==> config.mk <==
export PLATFORM = sky130hd
export DESIGN_NAME = oscfg_top
export DESIGN_NICKNAME = d
export VERILOG_FILES = /design/src/hdl/oscfg_pkg.sv /design/src/hdl/oscfg_setup_regs.sv /design/src/hdl/oscfg_top.sv
export SDC_FILE = /design/constraint.sdc
export NUM_CORES = 1
export LEC_CHECK = 0
export ABC_AREA = 1
export BUFFER_PORTS_ARGS = -buffer_cell sky130_fd_sc_hd__buf_4
export CAP_MARGIN = 20
export CORE_MARGIN = 5
export CORE_UTILIZATION = 30
export DETAILED_ROUTE_END_ITERATION = 7
export GPL_ROUTABILITY_DRIVEN = 0
export SLEW_MARGIN = 20
export SYNTH_ARGS = -nofsm -noshare
export SYNTH_HDL_FRONTEND = slang
export SYNTH_SLANG_ARGS = --single-unit
export TNS_END_PERCENT = 100
==> constraint.sdc <==
create_clock -name clk_i -period 3.7 [get_ports clk_i]
set_clock_uncertainty 0.1 [all_clocks]
set_input_delay 0.74 -clock clk_i [delete_from_list [all_inputs] [get_ports clk_i]]
set_output_delay 0.74 -clock clk_i [all_outputs]
set_load 0.02 [all_outputs]
==> src/hdl/oscfg_pkg.sv <==
// Purpose: Constants and types for the origin-search setup block
// Assumes: APB byte addresses are four times the word index
// Notes:   Setup fields are four bits wide, codes in the low bits
package oscfg_pkg;

    // ----------------------------------------------------------------
    // Register map
    // ----------------------------------------------------------------
    localparam logic [11:0] OSC_IDX_W0    = 12'h100;  // Enable and profile word
    localparam logic [11:0] OSC_IDX_W1    = 12'h101;  // Search method word
    localparam logic [11:0] OSC_IDX_STAT  = 12'h102;  // Latched view and flags
    localparam logic [11:0] OSC_ADDR_W0   = {OSC_IDX_W0[9:0], 2'b00};
    localparam logic [11:0] OSC_ADDR_W1   = {OSC_IDX_W1[9:0], 2'b00};
    localparam logic [11:0] OSC_ADDR_STAT = {OSC_IDX_STAT[9:0], 2'b00};
    localparam logic [15:0] OSC_W0_RST    = 16'h0000;
    localparam logic [15:0] OSC_W1_RST    = 16'h0000;

    // ----------------------------------------------------------------
    // Field positions and legal code limits
    // ----------------------------------------------------------------
    localparam int unsigned OSC_EN_LSB    = 0;
    localparam int unsigned OSC_SCOPE_LSB = 4;
    localparam int unsigned OSC_CURVE_LSB = 12;
    localparam int unsigned OSC_MODE_LSB  = 0;
    localparam int unsigned OSC_REV_LSB   = 4;
    localparam int unsigned OSC_DET_LSB   = 8;
    localparam int unsigned OSC_DIR_LSB   = 12;
    localparam logic [3:0]  OSC_MAX_BIN   = 4'h1;     // Two-way fields
    localparam logic [3:0]  OSC_MAX_TRI   = 4'h2;     // Mode and detect fields

    // ----------------------------------------------------------------
    // Status word bit positions
    // ----------------------------------------------------------------
    localparam int unsigned OSC_ST_EN     = 0;
    localparam int unsigned OSC_ST_SCOPE  = 1;
    localparam int unsigned OSC_ST_CURVE  = 2;
    localparam int unsigned OSC_ST_MODE   = 4;
    localparam int unsigned OSC_ST_REV    = 6;
    localparam int unsigned OSC_ST_DET    = 8;
    localparam int unsigned OSC_ST_DIR    = 10;
    localparam int unsigned OSC_ST_PERR   = 12;
    localparam int unsigned OSC_ST_SERR   = 13;
    localparam int unsigned OSC_ST_PWRUP  = 14;
    localparam int unsigned OSC_ST_LIM    = 16;

    // ----------------------------------------------------------------
    // Decoded setting types
    // ----------------------------------------------------------------
    typedef enum logic [1:0] {
        OSCFG_MODE0 = 2'b00,
        OSCFG_MODE1 = 2'b01,
        OSCFG_MODE2 = 2'b10
    } oscfg_mode_e;

    typedef enum logic [1:0] {
        OSCFG_DET0 = 2'b00,
        OSCFG_DET1 = 2'b01,
        OSCFG_DET2 = 2'b10
    } oscfg_det_e;

    // Four-bit field taken from a setup word
    function automatic logic [3:0] oscfg_fld(input logic [15:0] w, input int unsigned lsb);
        oscfg_fld = w[lsb +: 4];
    endfunction

    // Field holds a listed code
    function automatic logic oscfg_ok(input logic [3:0] f, input logic [3:0] mx);
        oscfg_ok = (f <= mx);
    endfunction

endpackage

==> src/hdl/oscfg_setup_regs.sv <==
// Purpose: Storage for the two setup words with a registered read port
// Assumes: One write and one read per cycle, both synchronous
// Notes:   Word outputs come straight from the storage flops
`timescale 1ns/1ps
module oscfg_setup_regs
    import oscfg_pkg::*;
(
    input  wire logic        clk_i,
    input  wire logic        srst_i,
    input  wire logic        ce_i,
    input  wire logic        we_i,
    input  wire logic        waddr_i,
    input  wire logic [1:0]  wstrb_i,
    input  wire logic [15:0] wdata_i,
    input  wire logic        re_i,
    input  wire logic        raddr_i,
    output logic      [15:0] rdata_o,
    output logic      [15:0] word0_o,
    output logic      [15:0] word1_o
);

    logic [15:0] mem_r [0:1];

    // --------------------------------------------------------------
    // Byte-lane writes
    // --------------------------------------------------------------
    always_ff @(posedge clk_i) begin
        if (srst_i) begin
            mem_r[0] <= OSC_W0_RST;
            mem_r[1] <= OSC_W1_RST;
        end else if (ce_i && we_i) begin
            if (wstrb_i[0]) mem_r[waddr_i][7:0]  <= wdata_i[7:0];
            if (wstrb_i[1]) mem_r[waddr_i][15:8] <= wdata_i[15:8];
        end
    end

    // Registered read port
    always_ff @(posedge clk_i) begin
        if (srst_i) begin
            rdata_o <= 16'h0000;
        end else if (ce_i && re_i) begin
            rdata_o <= mem_r[raddr_i];
        end
    end

    assign word0_o = mem_r[0];
    assign word1_o = mem_r[1];

endmodule

==> src/hdl/oscfg_top.sv <==
// Purpose: Origin-search setup for pulse output 0, APB slave
// Assumes: Inputs synchronous to clk_i; power_up_i pulses once at boot
// Notes:   Bad codes decode as code 0 and raise a setup error flag
`timescale 1ns/1ps

module oscfg_top #(
    parameter bit VER2_UNIT = 1'b1
) (
    input  wire logic                  clk_i,
    input  wire logic                  srst_i,
    input  wire logic                  ce_i,
    input  wire logic [11:0]           paddr_i,
    input  wire logic                  psel_i,
    input  wire logic                  penable_i,
    input  wire logic                  pwrite_i,
    input  wire logic [31:0]           pwdata_i,
    input  wire logic [3:0]            pstrb_i,
    output logic                       pready_o,
    output logic      [31:0]           prdata_o,
    output logic                       pslverr_o,
    input  wire logic                  power_up_i,
    input  wire logic                  op_start_i,
    input  wire logic                  search_busy_i,
    input  wire logic [1:0]            lim_cw_i,
    input  wire logic [1:0]            lim_ccw_i,
    input  wire logic [1:0]            irq_req_i,
    input  wire logic                  pwm0_i,
    output logic                       search_en_o,
    output logic                       limit_always_o,
    output logic                       s_curve_o,
    output oscfg_pkg::oscfg_mode_e     mode_o,
    output logic                       reverse2_o,
    output oscfg_pkg::oscfg_det_e      detect_o,
    output logic                       ccw_dir_o,
    output logic                       cfg_err_o,
    output logic                       limit_active_o,
    output logic      [1:0]            irq_req_o,
    output logic                       pwm0_o,
    output logic                       irq0_avail_o,
    output logic                       irq1_avail_o,
    output logic                       pwm0_avail_o,
    output logic                       hsc0_avail_o,
    output logic                       hsc1_avail_o,
    output logic                       out0_cw_limit_flag_o,
    output logic                       out0_ccw_limit_flag_o,
    output logic                       out1_cw_limit_flag_o,
    output logic                       out1_ccw_limit_flag_o
);
    import oscfg_pkg::*;

    // --------------------------------------------------------------
    // Declarations
    // --------------------------------------------------------------
    logic        hit_w0;
    logic        hit_w1;
    logic        hit_st;
    logic        setup_ph;
    logic        acc_ph;
    logic        ack_r;
    logic        err_nxt;
    logic        sel_mem_r;
    logic [15:0] mem_q;
    logic [15:0] word0;
    logic [15:0] word1;
    logic [31:0] stat;
    logic        pwrup_done_r;
    logic        take_pwr;
    logic        take_run;
    logic [3:0]  f_en;
    logic [3:0]  f_scope;
    logic [3:0]  f_curve;
    logic [3:0]  f_mode;
    logic [3:0]  f_rev;
    logic [3:0]  f_det;
    logic [3:0]  f_dir;
    logic        pwr_bad;
    logic        run_bad;
    logic        perr_r;
    logic        serr_r;
    logic [3:0]  lim_r;

    // --------------------------------------------------------------
    // APB decode
    // --------------------------------------------------------------
    assign setup_ph = psel_i && !penable_i;
    assign acc_ph   = psel_i && penable_i;

    // Address match on whole word addresses
    always_comb begin
        hit_w0 = 1'b0;
        hit_w1 = 1'b0;
        hit_st = 1'b0;
        if (paddr_i == OSC_ADDR_W0) begin
            hit_w0 = 1'b1;
        end else if (paddr_i == OSC_ADDR_W1) begin
            hit_w1 = 1'b1;
        end else if (paddr_i == OSC_ADDR_STAT) begin
            hit_st = 1'b1;
        end
    end

    assign err_nxt = !(hit_w0 || hit_w1 || hit_st);

    // One wait state, answer on second access cycle
    always_ff @(posedge clk_i) begin
        if (srst_i) begin
            ack_r <= 1'b0;
        end else if (ce_i) begin
            ack_r <= acc_ph && !ack_r;
        end
    end

    assign pready_o  = ce_i && acc_ph && ack_r;  // No answer while frozen
    assign pslverr_o = pready_o && err_nxt;

    // Read data captured in first access cycle
    always_ff @(posedge clk_i) begin
        if (srst_i) begin
            sel_mem_r <= 1'b0;
            prdata_o  <= 32'h0000_0000;
        end else if (ce_i) begin
            if (setup_ph) begin
                sel_mem_r <= hit_w0 || hit_w1;
            end
            if (acc_ph && !ack_r && !pwrite_i) begin
                if (sel_mem_r) begin
                    prdata_o <= {16'h0000, mem_q};
                end else if (hit_st) begin
                    prdata_o <= stat;
                end else begin
                    prdata_o <= 32'h0000_0000;
                end
            end
        end
    end

    // --------------------------------------------------------------
    // Setup word storage
    // --------------------------------------------------------------
    oscfg_setup_regs u_regs (
        .clk_i   (clk_i),
        .srst_i  (srst_i),
        .ce_i    (ce_i),
        .we_i    (pready_o && pwrite_i && (hit_w0 || hit_w1)),
        .waddr_i (hit_w1),
        .wstrb_i (pstrb_i[1:0]),
        .wdata_i (pwdata_i[15:0]),
        .re_i    (setup_ph),
        .raddr_i (hit_w1),
        .rdata_o (mem_q),
        .word0_o (word0),
        .word1_o (word1)
    );

    // --------------------------------------------------------------
    // Field extraction and checks
    // --------------------------------------------------------------
    assign f_en    = oscfg_fld(word0, OSC_EN_LSB);
    assign f_scope = VER2_UNIT ? oscfg_fld(word0, OSC_SCOPE_LSB) : 4'h0;
    assign f_curve = VER2_UNIT ? oscfg_fld(word0, OSC_CURVE_LSB) : 4'h0;
    assign f_mode  = oscfg_fld(word1, OSC_MODE_LSB);
    assign f_rev   = oscfg_fld(word1, OSC_REV_LSB);
    assign f_det   = oscfg_fld(word1, OSC_DET_LSB);
    assign f_dir   = oscfg_fld(word1, OSC_DIR_LSB);

    // Bits 11:8 of word 0 take no part here
    assign pwr_bad = !oscfg_ok(f_en, OSC_MAX_BIN) || !oscfg_ok(f_scope, OSC_MAX_BIN)
                  || !oscfg_ok(f_curve, OSC_MAX_BIN);
    assign run_bad = !oscfg_ok(f_mode, OSC_MAX_TRI) || !oscfg_ok(f_rev, OSC_MAX_BIN)
                  || !oscfg_ok(f_det, OSC_MAX_TRI) || !oscfg_ok(f_dir, OSC_MAX_BIN);

    assign take_pwr = ce_i && power_up_i && !pwrup_done_r;
    assign take_run = ce_i && op_start_i;

    // --------------------------------------------------------------
    // Power-up latch of enable, scope and curve
    // --------------------------------------------------------------
    always_ff @(posedge clk_i) begin
        if (srst_i) begin
            pwrup_done_r   <= 1'b0;
            search_en_o    <= 1'b0;
            limit_always_o <= 1'b0;
            s_curve_o      <= 1'b0;
            perr_r         <= 1'b0;
        end else if (take_pwr) begin
            pwrup_done_r   <= 1'b1;
            search_en_o    <= (f_en == 4'h1);
            limit_always_o <= (f_scope == 4'h1);
            s_curve_o      <= (f_curve == 4'h1);
            perr_r         <= pwr_bad;
        end
    end

    // --------------------------------------------------------------
    // Operation-start latch of search method fields
    // --------------------------------------------------------------
    always_ff @(posedge clk_i) begin
        if (srst_i) begin
            mode_o     <= OSCFG_MODE0;
            reverse2_o <= 1'b0;
            detect_o   <= OSCFG_DET0;
            ccw_dir_o  <= 1'b0;
            serr_r     <= 1'b0;
        end else if (take_run) begin
            mode_o     <= oscfg_ok(f_mode, OSC_MAX_TRI) ? oscfg_mode_e'(f_mode[1:0])
                                                        : OSCFG_MODE0;
            reverse2_o <= (f_rev == 4'h1);
            detect_o   <= oscfg_ok(f_det, OSC_MAX_TRI) ? oscfg_det_e'(f_det[1:0])
                                                       : OSCFG_DET0;
            ccw_dir_o  <= (f_dir == 4'h1);
            serr_r     <= run_bad;
        end
    end

    assign cfg_err_o = perr_r || serr_r;

    // --------------------------------------------------------------
    // Limit mirror and scope
    // --------------------------------------------------------------
    always_ff @(posedge clk_i) begin
        if (srst_i) begin
            lim_r <= 4'h0;
        end else if (ce_i) begin
            lim_r <= {lim_ccw_i[1], lim_cw_i[1], lim_ccw_i[0], lim_cw_i[0]};
        end
    end

    assign out0_cw_limit_flag_o  = lim_r[0];
    assign out0_ccw_limit_flag_o = lim_r[1];
    assign out1_cw_limit_flag_o  = lim_r[2];
    assign out1_ccw_limit_flag_o = lim_r[3];
    assign limit_active_o        = limit_always_o || search_busy_i;

    // --------------------------------------------------------------
    // Resource takeover while search is enabled
    // --------------------------------------------------------------
    assign irq0_avail_o = !search_en_o;
    assign irq1_avail_o = !search_en_o;
    assign pwm0_avail_o = !search_en_o;
    assign hsc0_avail_o = 1'b1;
    assign hsc1_avail_o = 1'b1;
    assign irq_req_o    = search_en_o ? 2'b00 : irq_req_i;
    assign pwm0_o       = pwm0_i && !search_en_o;

    // Status word
    always_comb begin
        stat = 32'h0000_0000;
        stat[OSC_ST_EN]           = search_en_o;
        stat[OSC_ST_SCOPE]        = limit_always_o;
        stat[OSC_ST_CURVE]        = s_curve_o;
        stat[OSC_ST_MODE +: 2]    = mode_o;
        stat[OSC_ST_REV]          = reverse2_o;
        stat[OSC_ST_DET +: 2]     = detect_o;
        stat[OSC_ST_DIR]          = ccw_dir_o;
        stat[OSC_ST_PERR]         = perr_r;
        stat[OSC_ST_SERR]         = serr_r;
        stat[OSC_ST_PWRUP]        = pwrup_done_r;
        stat[OSC_ST_LIM +: 4]     = lim_r;
    end
endmodule
-- After elaboration in Yosys (flattened, before gate mapping)
Memories as Yosys holds them, arrays and structs flattened. A register that Yosys moved wholly into a read port is not among the register bits.
Index checks and enable logic that the tools add are counted.
- register bits after elaboration: 50
- memory bits (writable): 32
- input bits: 64
- output and inout port bits: 57
- logic and storage cells: 94
- memories: 1
- magnitude comparators: 7
- eq/ne operators: 8
- multiplexer cells: 24
- reductions and logical operators: 40
- memory list (memory ; depth ; width ; read ports ; clocked after Yosys merged registers in ; wr ports ; line ; text):
    u_regs.mem_r ; 2 ; 16 ; 3 ; 1 ; 2 ; oscfg_setup_regs.sv:22 ; logic [15:0] mem_r [0:1];
- operator list (cell ; number):
    20-bit two-way mux ; 2
    12-bit by 11-bit equality test with 1-bit output (second input constant) ; 3
    4-bit by 1-bit equality test with 1-bit output (second input constant) ; 5
    4-bit by 1-bit <= comparator with 1-bit output (second input constant) ; 5
    1-bit two-way mux ; 17
    16-bit two-way mux ; 1
    16-bit OR reduction ; 1
    1-bit logical AND ; 15
    1-bit logical NOT ; 13
    1-bit logical OR ; 9
    4-bit by 2-bit <= comparator with 1-bit output (second input constant) ; 2
    2-bit two-way mux ; 4
    2-bit AND reduction ; 2

-- Longest topological paths before layout
- word-level depth: 11
- gate-level depth with buffers: 9
- depth with buffers taken out: 8

-- Modules after synthesis
From an unflattened synthesis, not the netlist that was laid out.
- cells, all modules: 494
- area total of the unflattened synthesis: 3953.8 sq um
- by module, submodules not included (module ; instances ; cells each ; area an instance (sq um) ; seq. area each (sq um)):
    oscfg_setup_regs ; 1 ; 230 ; 2062.0 ; 1281.2
    oscfg_top ; 1 ; 264 ; 1891.8 ; 760.7

-- Worst setup path after synthesis
OpenSTA, ideal clock, no wires.
- kind: input to output
- from: in paddr_i[7]
- to: out pslverr_o
- arrival time: 1.662 ns
- data required time: 2.860 ns
- setup slack: 1.198 ns
- stages: 7
- buffers on the path: 1
- path through: nor2_1 nand2_1 inv_1 nand2_1 nor2_4 buf_6 nor3_1
- longest elaborated chain between the ends: 7
- elaborated cells between the ends (all ways): 13
- classes of those cells: eq/ne (3); mux (6); reduce/logical (4)
- ends and longest elaborated chain (element ; line ; text):
    start: declaration ; oscfg_top.sv:12 ; input wire logic [11:0] paddr_i,
    12-bit by 11-bit equality test with 1-bit output (on tied branches) ; oscfg_top.sv:97, oscfg_top.sv:95 ;
    1-bit two-way mux (on tied branches) ; oscfg_top.sv:97, oscfg_top.sv:95 ;
    1-bit two-way mux (on tied branches) ; oscfg_top.sv:95, oscfg_top.sv:93 ;
    1-bit two-way mux / 1-bit logical OR (equally long branches) ; oscfg_top.sv:93, oscfg_top.sv:102 ;
    1-bit logical OR * ; oscfg_top.sv:102 ; assign err_nxt = !(hit_w0 || hit_w1 || hit_st);
    1-bit logical NOT * ; oscfg_top.sv:102 ;
    1-bit logical AND * ; oscfg_top.sv:114 ; assign pslverr_o = pready_o && err_nxt;
    end: declaration ; oscfg_top.sv:20 ; output logic pslverr_o,
Mark *: on every way between the ends. The rest lies on a longest branch, timed or not.

-- Final worst setup path
- from: in paddr_i[11]
- to: out pslverr_o
The elaborated chain is that of the path after synthesis.

==> flow_results.xml <==
<?xml version="1.0" encoding="UTF-8"?>
<metrics>
  <group name="die">
    <metric name="design.die.area" unit="sq um">15500</metric>
    <metric name="fp.coreArea" unit="sq um">12700</metric>
    <metric name="initial_utilization" unit="%">30.8</metric>
    <metric name="row_count" unit="">41</metric>
    <metric name="die_x" unit="um">124</metric>
    <metric name="overall_die_height" unit="um">124</metric>
    <metric name="ioPinCount" unit="">121</metric>
  </group>
  <group name="worst_setup_path">
    <metric name="cell_family_contributing_the_most_delay_on_the_critical_path" unit="">simple AND/OR/NAND/NOR gates</metric>
    <metric name="critPathArrivalTime" unit="ns">1.86</metric>
    <metric name="worst-path-buf-inv" unit="">3</metric>
    <metric name="critical_path.endpoint_type" unit="">output port</metric>
    <metric name="worstSetupStartpoint" unit="">paddr_i[11]</metric>
    <metric name="slowest_delay" unit="ns">0.36</metric>
    <metric name="ff2ff_setup_slack" unit="ns">1.86</metric>
    <metric name="r2r.worst_path.cells" unit="">5</metric>
    <metric name="worstReg2RegEnd" unit="">prdata_o[7]$_SDFFE_PP0P_</metric>
    <metric name="timing.critical_path.cells" unit="">buf_4 &gt; inv_1 &gt; nand2_1 &gt; nor2_1 &gt; nand2_1 &gt; nor2_4 &gt; nor3_1 &gt; buf_4</metric>
    <metric name="critPathKind" unit="">primary input to output port</metric>
    <metric name="crit_slowest_cell" unit="">sky130_fd_sc_hd__nor2_4</metric>
    <metric name="worstPathMaxFanout" unit="">17</metric>
    <metric name="critPathRequiredTime" unit="ns">2.86</metric>
    <metric name="crit_start_category" unit="">primary input</metric>
    <metric name="rr_startpoint" unit="">ack_r$_SDFFE_PP0P_</metric>
  </group>
  <group name="final_layout">
    <metric name="n_antenna_cell" unit="">0</metric>
    <metric name="n_fill_cell" unit="">1304</metric>
    <metric name="area.sequential" unit="sq um">2040</metric>
    <metric name="layout-area-overhead-vs-synth" unit="%">25.7</metric>
    <metric name="layout.cells.most_common_list" unit="">104 x sky130_fd_sc_hd__nor2_1, 91 x sky130_fd_sc_hd__buf_4, 67 x sky130_fd_sc_hd__nand2_1</metric>
    <metric name="multiInputGateArea" unit="sq um">1480</metric>
    <metric name="layout.cells.most_common" unit="">sky130_fd_sc_hd__nor2_1</metric>
    <metric name="final_area" unit="sq um">4930</metric>
    <metric name="share_of_post_route_cells_with_drive_strength_above_1" unit="%">21.4</metric>
    <metric name="final_core_utilization" unit="%">38.8</metric>
    <metric name="nNetsFinal" unit="">635</metric>
  </group>
  <group name="sta">
    <metric name="final.min_clock_period" unit="ns">2.70</metric>
    <metric name="rsz0062_at_grt" unit="">no</metric>
    <metric name="max-slew-margin-rel" unit="%">58.6</metric>
    <metric name="worst_pin_slew" unit="ns">0.620</metric>
    <metric name="finalSetupViolations" unit="">0</metric>
    <metric name="fin_tns_setup" unit="ns">0</metric>
    <metric name="timing.fmax" unit="MHz">370</metric>
    <metric name="timing.final.crit_share" unit="%">72.9</metric>
    <metric name="hold_viol" unit="">0</metric>
    <metric name="final-max-slew-violation-count" unit="">0</metric>
  </group>
  <group name="clocking">
    <metric name="ctsHoldBuffers" unit="">0</metric>
    <metric name="cts-root-buf" unit="">sky130_fd_sc_hd__clkbuf_16</metric>
    <metric name="post-cts-setup-buffer-count" unit="">0</metric>
    <metric name="clk_pin_slew_worst_paths" unit="ns">0.06</metric>
    <metric name="htree_levels" unit="">3</metric>
    <metric name="tritoncts_num_sinks" unit="">86</metric>
    <metric name="clock_insertion_delay_worst_skew" unit="ns">0.33</metric>
    <metric name="post_cts.resized_instances" unit="">0</metric>
    <metric name="number_of_clock_buffers_inserted_by_tritoncts" unit="">9</metric>
    <metric name="tritoncts" unit="">built</metric>
    <metric name="clock_tree.buffer_depth" unit="">2</metric>
  </group>
  <group name="synth">
    <metric name="yosys.cell_types.count" unit="">29</metric>
    <metric name="avgSynthCellArea" unit="sq um">7.99</metric>
    <metric name="postSynthCellCount" unit="">491</metric>
    <metric name="synth_area" unit="sq um">3920</metric>
    <metric name="yosysWarnings" unit="">0</metric>
    <metric name="flip_flop_and_latch_count_after_synthesis" unit="">86</metric>
    <metric name="ys_seq_area_share" unit="%">52.0</metric>
  </group>
  <group name="global_route">
    <metric name="grt_start_max_net_pins" unit="">35</metric>
    <metric name="grt_usage" unit="%">12.7</metric>
    <metric name="antenna_violations_before_repair" unit="">0</metric>
    <metric name="globalRoute.totalOverflow" unit="">0</metric>
    <metric name="grt_first_pass_wirelength" unit="um">16300</metric>
    <metric name="grt_pass1_vias" unit="">3250</metric>
  </group>
  <group name="power">
    <metric name="power.density_cell_area" unit="nW/um^2">417</metric>
    <metric name="power.ir.vdd_worst" unit="uV">222</metric>
    <metric name="static-leakage-power" unit="nW">2.25</metric>
  </group>
  <group name="flow_run">
    <metric name="cap_violations" unit="">0</metric>
  </group>
  <group name="drt">
    <metric name="detail_route.drc_violations" unit="">0</metric>
    <metric name="drt_first_pass_iters" unit="">4</metric>
    <metric name="wire_per_inst" unit="um">13.3</metric>
    <metric name="route.detailed.vias_per_inst" unit="">4.40</metric>
    <metric name="routed_wirelength" unit="um">9950</metric>
    <metric name="num_vias" unit="">3286</metric>
    <metric name="detail_route.iter0.violations" unit="">191</metric>
    <metric name="ant_nets" unit="">0</metric>
  </group>
  <group name="min_path">
    <metric name="beginning_of_the_worst_hold_path" unit="">prdata_o[19]$_SDFFE_PP0P_</metric>
    <metric name="whs_endpoint" unit="">prdata_o[19]$_SDFFE_PP0P_</metric>
    <metric name="hold_depth" unit="">2</metric>
    <metric name="min_path_type" unit="">flip-flop to flip-flop</metric>
  </group>
  <group name="placement">
    <metric name="dp.final_hpwl" unit="um">7590</metric>
    <metric name="dpl-instance-area" unit="sq um">4660</metric>
    <metric name="io_buffers" unit="">88</metric>
  </group>
  <group name="run_status">
    <metric name="run_status" unit="">finished, final reports clean</metric>
  </group>
</metrics>
## worst max path at each step
stage,end,cells after the start
6_report,pslverr_o,8
5_1_grt,pslverr_o,8
4_1_cts,pslverr_o,8
3_5_place_dp,pslverr_o,8
3_3_place_gp,pslverr_o,8
2_1_floorplan,pslverr_o,7
## cell families after synthesis
group,Yosys count,share of synthesized area (%)
other cells,2,0.191
buf+inv,97,11.3
flops,86,52.0
compound gates,89,11.4
simple gates,217,25.0
## stage by stage
step | power, mW | hold WS, ns | instances | worst slack [ns]
detailed placement | 1.25 | 0.358 | 732 | 0.968
global placement | 1.25 | 0.359 | 732 | 0.995
global route | 2.13 | 0.397 | 747 | 0.865
finish | 2.06 | 0.367 | 747 | 1.00
floorplan | 1.17 | 0.350 | 503 | 1.20
CTS | 2.07 | 0.367 | 747 | 0.967
## synthesized netlist by cell type
library cell	instances	share of area [%]
sky130_fd_sc_hd__dfxtp_1	54	28
sky130_fd_sc_hd__a21oi_1	48	6.1
sky130_fd_sc_hd__nand3_1	24	3.1
sky130_fd_sc_hd__nor2_8	1	0.51
sky130_fd_sc_hd__nand2_1	67	6.4
sky130_fd_sc_hd__nand4_1	2	0.32
sky130_fd_sc_hd__nor2_2	2	0.32
sky130_fd_sc_hd__inv_1	59	5.6
sky130_fd_sc_hd__clkbuf_1	11	1.1
sky130_fd_sc_hd__nor2_1	104	9.9
sky130_fd_sc_hd__nand2_2	1	0.16
sky130_fd_sc_hd__inv_2	4	0.38
sky130_fd_sc_hd__nor3_1	4	0.51
sky130_fd_sc_hd__o21ai_1	4	0.51
sky130_fd_sc_hd__and3_1	2	0.32
sky130_fd_sc_hd__edfxtp_1	32	24
sky130_fd_sc_hd__buf_2	4	0.51
sky130_fd_sc_hd__nand4_4	4	2.2
sky130_fd_sc_hd__nor2_4	1	0.29
sky130_fd_sc_hd__a22oi_1	1	0.19
sky130_fd_sc_hd__o21ai_0	35	4.5
sky130_fd_sc_hd__buf_6	2	0.57
sky130_fd_sc_hd__nand3_2	2	0.51
sky130_fd_sc_hd__buf_4	16	3.1
sky130_fd_sc_hd__a31oi_1	1	0.16
sky130_fd_sc_hd__buf_1	1	0.096
sky130_fd_sc_hd__nor4_1	1	0.16
sky130_fd_sc_hd__or2_2	2	0.32
sky130_fd_sc_hd__conb_1	2	0.19
## power breakdown
part / internal (mW) / switching, mW / total (mW) / leakage, nW
combinational: 0.0760 / 0.122 / 0.198 / 1.34
clock: 0.484 / 0.341 / 0.825 / 0.141
sequential: 1.01 / 0.0187 / 1.03 / 0.774
## flip-flops by register name, summed over array words and instances (netlist names), 2 cells and up
register        count
u_regs.mem_r       32
prdata_o           20
u_regs.rdata_o     16
lim_r               4
detect_o            2
mode_o              2
## layer usage
metal / share of wire, % / GRT usage (%) / up-vias / routed length [um]
met1: 45 / 16.2 / 1492 / 4490
met2: 49 / 21.2 / 83 / 4860
met3: 4.7 / 2.53 / 8 / 467
met4: 1.4 / 4.58 / 0 / 142
met5: 0 / 0 / - / 0
li1: - / - / 1703 / -
## worst register-to-register path, delay by kind of cell, from the launching register on
kind,cells,cell delay (ns)
AND/OR/NAND/NOR,3,0.78
flip-flops,1,0.33
AO/OA/AOI/OAI,1,0.14
buffers and inverters,1,0.43
## final cells by class
| type | count | area share [%] |
|---|---|---|
| Multi-Input combinational cell | 320 | 30.1 |
| Inverter | 63 | 4.79 |
| Clock inverter | 4 | 0.431 |
| Tap cell | 172 | 4.36 |
| Clock buffer | 11 | 5.12 |
| Timing Repair Buffer | 91 | 13.8 |
| Sequential cell | 86 | 41.4 |
Power figures use the tool's default switching activity.
